## config.mk

```make
export PLATFORM = sky130hd
export DESIGN_NAME = nxs_exec
export DESIGN_NICKNAME = d
export VERILOG_FILES = /design/src/core/nxs_pkg.sv /design/src/core/nxs_decode.sv /design/src/core/nxs_exec.sv
export SDC_FILE = /design/constraint.sdc
export NUM_CORES = 1
export LEC_CHECK = 0
export BUFFER_PORTS_ARGS = -buffer_cell sky130_fd_sc_hd__buf_2
export CAP_MARGIN = 20
export CORE_UTILIZATION = 45
export DETAILED_ROUTE_END_ITERATION = 10
export GPL_TIMING_DRIVEN = 0
export PLACE_DENSITY = 0.83
export SYNTH_ARGS = -nofsm -noshare
export SYNTH_HDL_FRONTEND = slang
export SYNTH_HIERARCHICAL = 1
export SYNTH_SLANG_ARGS = --single-unit
export TNS_END_PERCENT = 50
```

## constraint.sdc

```tcl
create_clock -name i_clk -period 0.9 [get_ports i_clk]
set_input_delay 0.045 -clock i_clk [delete_from_list [all_inputs] [get_ports i_clk]]
set_output_delay 0.045 -clock i_clk [all_outputs]
set_load 0.005 [all_outputs]
```

## src/core/nxs_pkg.sv

```systemverilog
/*
 Package for the nibble XOR / reverse subtract execution datapath:
 opcode patterns, field positions, reset values and packed carriers.
 Assumes a 16-bit instruction word, 7-bit data address, 4-bit data.
*/
package nxs_pkg;
    // ==========================================================
    // Widths and field positions
    localparam int NXS_IW = 16;
    localparam int NXS_AW = 7;
    localparam int NXS_DW = 4;
    localparam int NXS_IMM_LSB = 4;
    localparam int NXS_WR_LSB = 0;
    localparam int NXS_WR_AW = 4;
    // ==========================================================
    // Opcode patterns, aligned to the top bits of the word
    localparam logic [8:0] NXS_OP_XOR_MEM = 9'h070;
    localparam logic [8:0] NXS_OP_XORWB_MEM = 9'h072;
    localparam logic [7:0] NXS_OP_SUBWB_IMM = 8'h1f;
    localparam logic [6:0] NXS_OP_XOR_IMM = 7'h1c;
    localparam logic [6:0] NXS_OP_XORWB_IMM = 7'h1d;
    // ==========================================================
    // Reset values
    localparam logic [3:0] NXS_RST_RESULT = 4'h0;
    localparam logic NXS_RST_FLAG = 1'b0;
    // ==========================================================
    // Carriers
    typedef enum logic [2:0] {
        NXS_NONE, NXS_XOR_MEM, NXS_XORWB_MEM, NXS_XOR_IMM,
        NXS_XORWB_IMM, NXS_SUBWB_IMM
    } nxs_op_t;
    typedef struct packed {
        logic we;
        logic [6:0] addr;
        logic [3:0] data;
    } nxs_mem_wr_t;
    typedef struct packed {
        logic we;
        logic [3:0] addr;
        logic [3:0] data;
    } nxs_wr_wr_t;
endpackage : nxs_pkg

```

## src/core/nxs_decode.sv

```systemverilog
/*
 Instruction decoder: classifies one 16-bit word into an operation.
 Assumes the fetch logic presents one word per machine cycle.
*/
`timescale 1ns/1ns
module nxs_decode
    import nxs_pkg::*;
(
    input wire logic [15:0] i_insn,
    output nxs_op_t o_op
);
    // ==========================================================
    // Decode
    always_comb begin
        if (i_insn[15:7] == NXS_OP_XOR_MEM) begin
            o_op = NXS_XOR_MEM;
        end else if (i_insn[15:7] == NXS_OP_XORWB_MEM) begin
            o_op = NXS_XORWB_MEM;
        end else if (i_insn[15:8] == NXS_OP_SUBWB_IMM) begin
            o_op = NXS_SUBWB_IMM;
        end else if (i_insn[15:9] == NXS_OP_XOR_IMM) begin
            o_op = NXS_XOR_IMM;
        end else if (i_insn[15:9] == NXS_OP_XORWB_IMM) begin
            o_op = NXS_XORWB_IMM;
        end else begin
            o_op = NXS_NONE;
        end
    end
endmodule : nxs_decode

```

## src/core/nxs_exec.sv

```systemverilog
/*
 Execution datapath for the XOR group and reverse subtract-immediate.
 Assumes the caller supplies the addressed memory nibble and working
 register value combinationally in the cycle the instruction is valid.
*/
//
// Summary of operation
// - Reverse subtract: WR minus immediate into result and WR, carry and zero.
// - Memory XOR result: result gets memory XOR result, zero only.
// - WR XOR immediate into result only, zero flag only.
// - Memory XOR writeback: result to memory and result register.
// - Memory writeback XOR decoded from top nine bits, address below.
// - WR XOR immediate written to WR and result, zero only.
`timescale 1ns/1ns
module nxs_exec
    import nxs_pkg::*;
(
    input wire logic i_clk,
    input wire logic i_nrst,
    input wire logic i_valid,
    input wire logic [15:0] i_insn,
    input wire logic [3:0] i_mem_rd,
    input wire logic [3:0] i_wr_rd,
    output logic [6:0] o_mem_addr,
    output logic [3:0] o_wr_addr,
    output nxs_mem_wr_t o_mem_wr,
    output nxs_wr_wr_t o_wr_wr,
    output logic [3:0] o_result,
    output logic o_carry,
    output logic o_zero
);
    // ==========================================================
    // Elaboration checks
    // The datapath is hard-wired for nibble data and a 7-bit address
    if (NXS_DW != 4 || NXS_AW != 7 || NXS_IW != 16) begin : g_bad_width
        $error("unsupported datapath widths");
    end
    if (NXS_IMM_LSB + NXS_DW > 8 || NXS_WR_AW != 4) begin : g_bad_field
        $error("unsupported field layout");
    end

    // ==========================================================
    // Reset release
    logic rst_q1;
    logic rst_n;
    always_ff @(posedge i_clk or negedge i_nrst) begin
        if (!i_nrst) begin
            rst_q1 <= 1'b0;
            rst_n <= 1'b0;
        end else begin
            rst_q1 <= 1'b1;
            rst_n <= rst_q1;
        end
    end

    // ==========================================================
    // Decode and operand addressing
    nxs_op_t op;
    nxs_decode u_dec (
        .i_insn(i_insn),
        .o_op(op)
    );
    logic [3:0] imm;
    logic [6:0] maddr;
    logic [3:0] waddr;
    assign imm = i_insn[NXS_IMM_LSB +: NXS_DW];
    assign maddr = i_insn[NXS_AW-1:0];
    assign waddr = i_insn[NXS_WR_LSB +: NXS_WR_AW];
    // Addresses are combinational from the word so memory reads settle
    // within the same cycle; registered outputs only carry results.
    assign o_mem_addr = maddr;
    assign o_wr_addr = waddr;

    // ==========================================================
    // Arithmetic
    logic [3:0] result_nibble_reg;
    logic carry_borrow_flag;
    logic zero_result_flag;
    nxs_mem_wr_t mem_wr;
    nxs_wr_wr_t wr_wr;
    logic [3:0] next_result;
    logic next_carry;
    logic next_zero;
    nxs_mem_wr_t next_mem_wr;
    nxs_wr_wr_t next_wr_wr;
    logic [4:0] diff;
    logic [3:0] alu;

    always_comb begin
        next_result = result_nibble_reg;
        next_carry = carry_borrow_flag;
        next_zero = zero_result_flag;
        next_mem_wr = '{we: 1'b0, addr: maddr, data: 4'h0};
        next_wr_wr = '{we: 1'b0, addr: waddr, data: 4'h0};
        diff = {1'b0, i_wr_rd} - {1'b0, imm};
        alu = 4'h0;
        if (i_valid) begin
            unique case (op)
                NXS_XOR_MEM, NXS_XORWB_MEM: alu = i_mem_rd ^
                    result_nibble_reg;
                NXS_XOR_IMM, NXS_XORWB_IMM: alu = i_wr_rd ^
                    imm;
                NXS_SUBWB_IMM: alu = diff[3:0];
                NXS_NONE: alu = 4'h0;
            endcase
            if (op != NXS_NONE) begin
                next_result = alu;
                next_zero = (alu == 4'h0);
            end
            if (op == NXS_SUBWB_IMM) begin
                // Carry means no borrow, as for the other subtracts
                next_carry = ~diff[4];
            end
            if (op == NXS_XORWB_MEM) begin
                next_mem_wr.we = 1'b1;
                next_mem_wr.data = alu;
            end
            if (op == NXS_XORWB_IMM || op == NXS_SUBWB_IMM) begin
                next_wr_wr.we = 1'b1;
                next_wr_wr.data = alu;
            end
        end
    end

    always_ff @(posedge i_clk or negedge rst_n) begin
        if (!rst_n) begin
            result_nibble_reg <= NXS_RST_RESULT;
            carry_borrow_flag <= NXS_RST_FLAG;
            zero_result_flag <= NXS_RST_FLAG;
            mem_wr <= '0;
            wr_wr <= '0;
        end else begin
            result_nibble_reg <= next_result;
            carry_borrow_flag <= next_carry;
            zero_result_flag <= next_zero;
            mem_wr <= next_mem_wr;
            wr_wr <= next_wr_wr;
        end
    end

    assign o_result = result_nibble_reg;
    assign o_carry = carry_borrow_flag;
    assign o_zero = zero_result_flag;
    assign o_mem_wr = mem_wr;
    assign o_wr_wr = wr_wr;

    // ==========================================================
    // Checks
    property p_sub;
        @(posedge i_clk) disable iff (!rst_n)
        i_valid && op == NXS_SUBWB_IMM |=> o_wr_wr.we &&
        o_result == $past(i_wr_rd) - $past(imm) &&
        o_carry == ($past(i_wr_rd) >= $past(imm));
    endproperty
    a_sub: assert property (p_sub) else $error("sub");
    property p_sub_wb;
        @(posedge i_clk) disable iff (!rst_n)
        i_valid && op == NXS_SUBWB_IMM |=> !o_mem_wr.we &&
        o_wr_wr.addr == $past(waddr) && o_wr_wr.data == o_result;
    endproperty
    a_sub_wb: assert property (p_sub_wb) else $error("sub wb");
    property p_xor_carry;
        @(posedge i_clk) disable iff (!rst_n)
        i_valid && (op == NXS_XOR_IMM || op == NXS_XORWB_IMM ||
        op == NXS_XORWB_MEM) |=> $stable(o_carry);
    endproperty
    a_xor_carry: assert property (p_xor_carry) else $error("carry");
    property p_xorwb_res;
        @(posedge i_clk) disable iff (!rst_n)
        i_valid && op == NXS_XORWB_MEM |=> !o_wr_wr.we &&
        o_result == ($past(i_mem_rd) ^ $past(o_result));
    endproperty
    a_xorwb_res: assert property (p_xorwb_res) else $error("xorwb res");
    property p_xor_mem;
        @(posedge i_clk) disable iff (!rst_n)
        i_valid && op == NXS_XOR_MEM |=> !o_mem_wr.we && !o_wr_wr.we
        && o_result == ($past(i_mem_rd) ^ $past(o_result))
        && $stable(o_carry);
    endproperty
    a_xor_mem: assert property (p_xor_mem) else $error("xor mem");
    property p_xor_imm;
        @(posedge i_clk) disable iff (!rst_n)
        i_valid && op == NXS_XOR_IMM |=> !o_wr_wr.we && !o_mem_wr.we
        && o_result == ($past(i_wr_rd) ^ $past(imm));
    endproperty
    a_xor_imm: assert property (p_xor_imm) else $error("xor imm");
    property p_xorwb_mem;
        @(posedge i_clk) disable iff (!rst_n)
        i_valid && op == NXS_XORWB_MEM |=> o_mem_wr.we &&
        o_mem_wr.data == o_result && o_mem_wr.addr == $past(maddr);
    endproperty
    a_xorwb_mem: assert property (p_xorwb_mem) else $error("xorwb mem");
    property p_dec;
        @(posedge i_clk) disable iff (!rst_n)
        i_insn[15:7] == NXS_OP_XORWB_MEM |-> op == NXS_XORWB_MEM;
    endproperty
    a_dec: assert property (p_dec) else $error("decode");
    property p_xorwb_imm;
        @(posedge i_clk) disable iff (!rst_n)
        i_valid && op == NXS_XORWB_IMM |=> o_wr_wr.we &&
        o_wr_wr.data == ($past(i_wr_rd) ^ $past(imm)) &&
        o_wr_wr.addr == $past(waddr) && $stable(o_carry);
    endproperty
    a_xorwb_imm: assert property (p_xorwb_imm) else $error("xorwb imm");
    property p_zero;
        @(posedge i_clk) disable iff (!rst_n)
        i_valid && op != NXS_NONE |=> o_zero == (o_result == 4'h0);
    endproperty
    a_zero: assert property (p_zero) else $error("zero flag");
    property p_idle;
        @(posedge i_clk) disable iff (!rst_n)
        !i_valid |=> !o_mem_wr.we && !o_wr_wr.we && $stable(o_result);
    endproperty
    a_idle: assert property (p_idle) else $error("idle write");
    c_sub: cover property (@(posedge i_clk) i_valid && op == NXS_SUBWB_IMM);
    c_wbm: cover property (@(posedge i_clk) i_valid && op == NXS_XORWB_MEM);
    c_zero: cover property (@(posedge i_clk) o_zero && o_wr_wr.we);
    c_borrow: cover property (@(posedge i_clk)
        i_valid && op == NXS_SUBWB_IMM && i_wr_rd < imm);
    c_ximm: cover property (@(posedge i_clk) i_valid && op == NXS_XORWB_IMM);
endmodule : nxs_exec

```

==> results of run 1 <==
[where the power goes]
group / switching (mW) / internal, mW
clock network: 0.319 / 0.174
registers: 0.0391 / 1.16
logic: 0.196 / 0.263
[layout make-up]
cell class,instances,area [um2]
buffer,16,139
clock buffer,4,26.3
sequential,25,627
inverter,13,48.8
timing repair buffer,90,588
tap,44,55.1
multi-input combinational,78,698
fill,211,846
[through the flow]
stage	cell area [um2]	utilization, %	hold WS (ps)
2_1_floorplan	1450	-	-251
3_3_place_gp	1830	60.3	-168
3_5_place_dp	1830	60.3	-165
4_1_cts	2090	69.0	36.5
5_1_grt	2180	72.1	14.6
6_report	2180	72.1	30.3
[worst max-delay path, delay by kind of cell]
kind / cells / cell delay [ps]
AOI/OAI and AO/OA: 5 / 820
buffers and inverters: 3 / 340
and+or+nand+nor: 3 / 570
[sequential cells by signal, summed over array words and instances, names as in the netlist]
register and flops:
rst_q1 1, rst_n 1, o_zero 1, o_result 4, o_wr_wr 8, o_carry 1, o_mem_wr 9
[worst paths after layout]
kind                               endpoint  cells past startpoint  slack [ps]
worst max-delay path                 o_zero                     11        -610
worst min-delay path                 rst_q1                      2          30
worst max register to register       o_zero                      5        -600
worst min register to register   o_wr_wr[5]                      0         240
max in group asynchronous       o_mem_wr[3]                      0         330
min in group i_clk               o_wr_wr[2]                      3          80
[repair_timing]
item / in CTS / in global routing
hold buffers: 8 / 0
gates resized for setup: 18 / 11
endpoints found under the setup margin: 47 / 34
setup buffers: 13 / 6
hold endpoints to repair: 9 / 0
gates cloned: 0 / 0
pin swaps: 14 / 12
[routing by layer]
| layer | vias to the layer above | track usage (%) | part of all wire, % |
|---|---|---|---|
| li1 | 630 | - | - |
| met1 | 639 | 23.2 | 39 |
| met2 | 55 | 39.1 | 54 |
| met3 | 8 | 2.20 | 4.4 |
| met4 | 0 | 9.52 | 2.6 |
| met5 | - | 0 | 0 |
[kinds of logic after synthesis]
group / Yosys count / share of synthesized area [%]
AO/OA/AOI/OAI: 27 / 14.9
XOR/XNOR: 4 / 3.76
adder cells (fa/ha/maj): 5 / 4.89
buffers and inverters: 31 / 13.4
flip-flops: 25 / 43.7
multiplexers: 1 / 0.699
other: 1 / 0.262
AND/OR/NAND/NOR: 40 / 18.4
[placed cells by master, fill, tap and decap left out, types with 2 or more instances in the layout]
master / n
buf_2: 58
ha_1: 4
nand2_1: 7
a21oi_4: 2
buf_4: 26
clkbuf_4: 3
inv_2: 2
dlygate4sd3_1: 8
buf_6: 13
inv_1: 11
o21ai_1: 4
nand3b_1: 3
nor2_2: 3
a211oi_2: 3
a21oi_1: 3
xor2_1: 2
dfrtp_1: 24
nor2_1: 7
nand2b_4: 2
==> impl_metrics.toml, run 1 <==
[outcome]
outcome = "finished with violations"
failed_checks = "negative setup slack"

[yosys]
synth_top_area_share_pct = 43.7
syn_inst = 134
ys_top_cells_by_area = "dfrtp_1 (44%), buf_4 (8.4%), ha_1 (3.5%)"
async_reset_ff_share_pct = 100
synth_top_cell_by_area = "dfrtp_1"
synth.avg_cell_area_um2 = 10.7
synthFlopType = "dfrtp_1"
yosysWarnings = 6
synth-edff-count = 0
syn_area_um2 = 1430
yosysSeqAreaShare_pct = 43.7
synth_commonest_cells = "dfrtp_1 (25), buf_4 (16), inv_1 (11)"
ys_types = 51
synth_nets = 166
synth_seq_cells = 25
yosysMostFrequentCell = "dfrtp_1"

[worst_setup_path]
startpoint_type = "input port"
cp_common_cell = "buf_6"
required_ps = 1160
cp_max_fo = 6
worstPathArrival_ps = 1770
cpMaxStageDelayCell = "a211o_1"
slowest_delay_ps = 310
worstPathCellList = "buf_6 -> nand2b_4 -> a211o_1 -> a21oi_4 -> buf_6 -> buf_4 -> o21bai_1 -> o2111ai_1 -> and3_4 -> and4_1 -> a22o_1"
endpoint_kind = "register"
rr_startpoint = "o_result[1]"
path_class = "input port to register"
critPathLaunch = "i_insn[10]"

[global_route]
track_usage_pct = 20.7
grt_pass1_wl_mm = 5.38
antenna_found_initial = 0
grt.overflow.total = 0
grt_max_degree = 24
grt_pass1_vias = 1220

[floorplanning]
die_h_um = 58.4
io-pin-count = 65
fp.dieArea_um2 = 3410
chipWidth_um = 58.4
core-area_um2 = 3030
start_util_pct = 47.3
core.rowCount = 20

[place]
dp_hpwl_mm = 2.20
pre_cts_slack_ps = -1070
dp_cells = 242
gp_congestion = 0.838
portBuffers = 64

[clock_network]
clk_transition_reported_paths_ps = 130
h-tree-depth = 1
clock_path_buffers = 2
numCtsBuffers = 3
cts-root-buf = "clkbuf_4"
cts.sinks = 25
cts_tree = "built"
clk_latency_ps = 320

[timing]
worst_slack_ps = -608
period_needed_ps = 1510
finalHoldViolations = 0
setup_viol = 25
max_freq_ghz = 0.663
period_share_pct = 168
finClkSkew_ps = 7.80
drv_slew = 0
setup_tns_ps = -7860
rsz0062_at_grt = "yes"

[detailed_routing]
dr.pass1.iters = 4
routed_wl_mm = 3.67
postRouteAntennaNets = 0
vias_per_cell = 4.93
drc = 0
dr_total_vias = 1332
wl_per_cell_um = 13.6
drt_iter0_drc = 42

[run]
drv_cap = 0

[final_layout]
antenna_cells = 0
area.growth.synth_to_final_pct = 52.3
layoutNonFillerInstCount = 270
drive_gt1_share_pct = 55.8
fin_nets = 259

[power_and_ir_drop]
cellPowerDensity_nw_per_um2 = 986
power_leakage_nw = 1.11
power_mw = 2.15
ir_drop_mv = 0.546

[hold_path]
hold_path.class = "input port to asynchronous set/reset pin"
(Power assumes the default switching activity.)
==> inputs of run 2 (changes only) <==
Settings changed: CORE_UTILIZATION 45 to 44, PLACE_DENSITY 0.83 to 0.84, SYNTH_HIERARCHICAL 1 to default.
==> run 2 against run 1 <==
The flow still finishes with violations (negative setup slack). Highest routed layer unchanged. Sequential power about the same. Non-clock buffer count down 7. Worst hold slack better by 24 ps.
==> impl_metrics.toml, run 2 <==
[detailed_routing]
dr.pass1.iters = 4
postRouteAntennaNets = 0
dr_total_vias = 1118
wl_per_cell_um = 13.8
drc = 0
routed_wl_mm = 3.14
vias_per_cell = 4.90
drt_iter0_drc = 17

[worst_setup_path]
slowest_delay_ps = 430
endpoint_kind = "register"
required_ps = 1170
worstPathCellList = "xnor2_1 -> nand2_1 -> a31oi_4 -> nor3b_2 -> a31o_1"
ff2ff_setup_slack_ps = -490
crit_family = "flip-flops"
crit_buf_inv = 0
worstPathArrival_ps = 1660
timing.reg2reg.worst_path_depth = 5
cp.depth = 5
critPathLaunch = "o_result[0]"
rr_startpoint = "o_result[0]"
cpMaxStageDelayCell = "dfrtp_1"
cp_max_fo = 4
endpoint = "o_zero"
path_class = "register to register"
r2r_end = "o_zero"
startpoint_type = "register"

[clock_network]
numCtsBuffers = 3
clock_path_buffers = 2
clk_latency_ps = 320
cts_tree = "built"
clk_transition_reported_paths_ps = 120
cts-root-buf = "clkbuf_4"
h-tree-depth = 1
cts.sinks = 25

[place]
pre_cts_slack_ps = -797
dp_cells = 206
dp_hpwl_mm = 2.15
gp_congestion = 0.860
portBuffers = 64

[timing]
max_freq_ghz = 0.719
period_needed_ps = 1390
period_share_pct = 154
rsz0062_at_grt = "yes"
finClkSkew_ps = 1.79
worst_slack_ps = -490
drv_slew = 0
setup_viol = 26
finalHoldViolations = 0
setup_tns_ps = -5590

[outcome]
failed_checks = "negative setup slack"
outcome = "finished with violations"

[yosys]
syn_area_um2 = 1230
synthSimpleGateAreaFrac_pct = 14.0
synth_commonest_cells = "dfrtp_1 (25), buf_4 (15), inv_1 (8), nand2_1 (8), nor2_1 (8)"
synth_top_area_share_pct = 50.8
synth_seq_cells = 25
syn_inst = 112
synth_top_cell_by_area = "dfrtp_1"
ys_types = 37
synth.area.mux_share_pct = 0.914
yosysWarnings = 0
synth.avg_cell_area_um2 = 11.0
synth-edff-count = 0
synth_nets = 144
synth_top_family_by_area = "simple AND/OR/NAND/NOR gates"
synthFlopType = "dfrtp_1"
ys_top_cells_by_area = "dfrtp_1 (51%), buf_4 (9.1%), ha_1 (4.1%)"
yosysSeqAreaShare_pct = 50.8
synth-xor-area-share_pct = 3.55
yosys.area_share.adder_pct = 5.69
synth-compound-area-share_pct = 11.9
yosysMostFrequentCell = "dfrtp_1"
async_reset_ff_share_pct = 100

[power_and_ir_drop]
cellPowerDensity_nw_per_um2 = 1120
ir_drop_mv = 1.18
power_leakage_nw = 1.02
power_mw = 2.16

[final_layout]
final_common_cell = "buf_2"
largest_reg_flops = 9
area.growth.synth_to_final_pct = 57.2
fin_nets = 231
finish.utilization_pct = 75.4
layoutNonFillerInstCount = 228
antenna_cells = 0
most-common-layout-cells = "buf_2 (58), dfrtp_1 (24), buf_4 (18)"
drive_gt1_share_pct = 58.1

[floorplanning]
start_util_pct = 48.0
die_h_um = 54.9
io-pin-count = 65
fp.dieArea_um2 = 3020
core.rowCount = 18
chipWidth_um = 54.9
core-area_um2 = 2570

[global_route]
track_usage_pct = 21.0
grt_pass1_vias = 1030
antenna_found_initial = 0
grt_pass1_wl_mm = 4.37
grt_max_degree = 24
grt.overflow.total = 0

[run]
drv_cap = 0

[hold_path]
hold_path.class = "input port to register"
[run 2: final cells by class]
type | count | area, um2
Fill cell | 172 | 631
Sequential cell | 25 | 627
Timing Repair Buffer | 82 | 532
Multi-Input combinational cell | 62 | 526
Buffer | 17 | 144
Inverter | 8 | 45.0
Tap cell | 30 | 37.5
Clock buffer | 4 | 26.3
[run 2: worst reg2reg max path, stage by stage, from the launching register on]
cell	delay, ps
dfrtp_1	430
xnor2_1	200
nand2_1	130
a31oi_4	240
nor3b_2	200
a31o_1	150
[run 2: worst min path at each step]
stage / from / to / slack, ps / cells after the start
final: i_insn[8] / o_mem_wr[2] / 50 / 3
after detailed placement: i_nrst / rst_q1 / -170 / 1
after floorplan: i_nrst / rst_n / -250 / 0
after global placement: i_nrst / rst_q1 / -170 / 1
after global routing: i_insn[8] / o_mem_wr[3] / 50 / 3
after CTS: i_valid / o_carry / 2 / 2
[run 2: through the flow]
stage	area (um2)	hold WS, ps
floorplan	1280	-251
CTS	1870	2.11
finish	1940	54.5
detailed placement	1640	-167
global route	1940	47.0
global placement	1640	-170
[run 2: logic make-up (layout without fill, tap and decap cells)]
| logic type | after synthesis | in the layout |
|---|---|---|
| flip-flops | 25 | 25 |
| buffers and inverters | 25 | 111 |
| multiplexers | 1 | 1 |
| AO/OA/AOI/OAI | 18 | 18 |
| adder cells (fa/ha/maj) | 5 | 5 |
| AND/OR/NAND/NOR | 32 | 32 |
| XOR/XNOR | 5 | 5 |
| other | 1 | 1 |
[run 2: what timing repair did]
| action | 4_1_cts | 5_1_grt |
|---|---|---|
| hold endpoints to repair | 9 | 3 |
| pin swaps | 5 | 12 |
| gates resized for setup | 21 | 7 |
| hold buffers | 8 | 2 |
| setup endpoints to repair | 48 | 43 |
| setup buffers | 7 | 3 |
[run 2: routing by layer]
layer	track usage, %	share of wire (%)	wire [um]
met1	23.1	37	1160
met5	0	0	0
met4	8.33	1.1	34
met2	38.2	55	1730
met3	5.46	6.8	213
[run 2: where the power goes]
part	switching (mW)	internal (mW)	total [mW]	leakage (nW)
clock network	0.314	0.174	0.488	0.0150
registers	0.0370	1.16	1.20	0.326
logic	0.203	0.276	0.479	0.675
total	0.554	1.61	2.16	1.02
==> inputs of run 3 (changes only) <==
Settings changed: CTS_CLUSTER_DIAMETER from default to 100, PLACE_DENSITY 0.84 to 0.78.
==> run 3 against run 2 <==
The run still ends with negative setup slack left. Register-to-register slack about the same. Combinational power decreased by 3%. Utilization decreased by 1.7 points. Sequential power about the same. Non-clock buffer count decreased by 3. Sequential share of layout area increased by 0.66 points. Total power decreased by 0.76%. Routed wire length decreased by 5.6%. Fmax increased by 0.40%. Die area unchanged. Critical path type unchanged. Critical endpoint unchanged.
==> impl_metrics.toml, run 3 (same netlist as run 2, synthesis figures left out) <==
[clock_network]
cts_tree = "built"
cts.sinks = 25
cts-root-buf = "clkbuf_4"
clk_latency_ps = 310
clock_path_buffers = 2
clk_transition_reported_paths_ps = 130
h-tree-depth = 1
numCtsBuffers = 3

[place]
dp_hpwl_mm = 2.12
pre_cts_slack_ps = -817
portBuffers = 64
gp_congestion = 0.850

[global_route]
grt_pass1_vias = 1010
grt_max_degree = 24
antenna_found_initial = 0
grt_pass1_wl_mm = 4.23
grt.overflow.total = 0
track_usage_pct = 20.2

[timing]
setup_viol = 45
drv_slew = 0
setup_tns_ps = -5570
period_needed_ps = 1380
finClkSkew_ps = 3.88
relSlewSlack_pct = 40.4
max_freq_ghz = 0.722
finalHoldViolations = 0
whs_ps = 26.1
worst_slack_ps = -484
worst_pin_slew_ps = 893
period_share_pct = 154
rsz0062_at_grt = "yes"

[final_layout]
final_common_cell = "buf_2"
fin_nets = 228
area.growth.synth_to_final_pct = 53.7
antenna_cells = 0
drive_gt1_share_pct = 57.9
largest_reg_flops = 9
most-common-layout-cells = "buf_2 (59), dfrtp_1 (25), buf_4 (18)"

[floorplanning]
io-pin-count = 65
fp.dieArea_um2 = 3020
core-area_um2 = 2570
chipWidth_um = 54.9
start_util_pct = 48.0
die_h_um = 54.9
core.rowCount = 18

[outcome]
failed_checks = "negative setup slack"
outcome = "finished with violations"

[worst_setup_path]
startpoint_type = "register"
required_ps = 1160
path_class = "register to register"
cp_max_fo = 4
endpoint_kind = "register"
worstPathArrival_ps = 1650

[detailed_routing]
dr.pass1.iters = 4
vias_per_cell = 4.91
drt_iter0_drc = 14
drc = 0
wl_per_cell_um = 13.2
postRouteAntennaNets = 0
routed_wl_mm = 2.96
dr_total_vias = 1105

[power_and_ir_drop]
cellPowerDensity_nw_per_um2 = 1130
ir_drop_mv = 0.965
power_leakage_nw = 1.00

[run]
drv_cap = 0

[hold_path]
hold_path.class = "input port to asynchronous set/reset pin"
[run 3: changes by cell type in the layout (fill, tap and decap cells not counted), sizes merged]
| cell | previous run | this run |
|---|---|---|
| buf | 89 | 87 |
| clkbuf | 4 | 3 |
| clkinv | 0 | 1 |
| dlygate4sd3 | 10 | 9 |
[run 3: worst paths after layout]
path	start	to	slack, ps	cells after the start
max in group asynchronous	rst_n	o_result[1]	-20	0
min in group i_clk	i_insn[8]	o_mem_wr[3]	70	3
max	o_result[3]	o_zero	-480	5
min	i_nrst	rst_q1	30	2
min reg2reg	rst_q1	rst_n	370	0
max reg2reg	o_result[3]	o_zero	-480	5
[run 3: metal layers]
layer	vias to the layer above	track usage (%)	routed length [um]
li1	524	-	-
met1	513	22.1	1080
met2	54	35.1	1580
met3	14	4.92	192
met4	0	12.1	104
met5	-	0	0
[run 3: what timing repair did]
item | 4_1_cts | 5_1_grt
buffers inserted | 6 | 2
setup endpoints to repair | 46 | 61
hold buffers | 8 | 1
pin swaps | 14 | 5
endpoints found under the hold margin | 9 | 1
resized for setup | 20 | 3
[run 3: report_power, final]
group / internal (mW) / switching [mW] / total (mW)
Combinational: 0.269 / 0.198 / 0.467
Clock: 0.166 / 0.321 / 0.487
Sequential: 1.16 / 0.0346 / 1.19
Total: 1.59 / 0.553 / 2.15
[run 3: critical path: stages (launching register included)]
cell       delay (ps)
dfrtp_1           410
xor2_1            160
nor2_1            110
a2111oi_2          60
a221oi_2          390
a31o_1            200
[run 3: final cells by class]
class / count / area [um2]
multi-input cells: 62 / 524
repair buffers: 79 / 493
plain buffers: 17 / 144
clock buffers: 3 / 22.5
inverters: 8 / 42.5
clock inverters: 1 / 5.00
fillers: 192 / 673
flip-flops and latches: 25 / 626
well taps: 30 / 37.5
[run 3: per-stage QoR]
| step | instance area (um2) | util (%) | total power [mW] | std cells |
|---|---|---|---|---|
| 3_3_place_gp | 1640 | 63.7 | 1.58 | 206 |
| 2_1_floorplan | 1280 | - | 1.42 | 112 |
| 4_1_cts | 1870 | 72.9 | 2.16 | 224 |
| 6_report | 1890 | 73.8 | 2.15 | 225 |
| 3_5_place_dp | 1640 | 63.7 | 1.60 | 206 |
| 5_1_grt | 1890 | 73.8 | 2.26 | 225 |
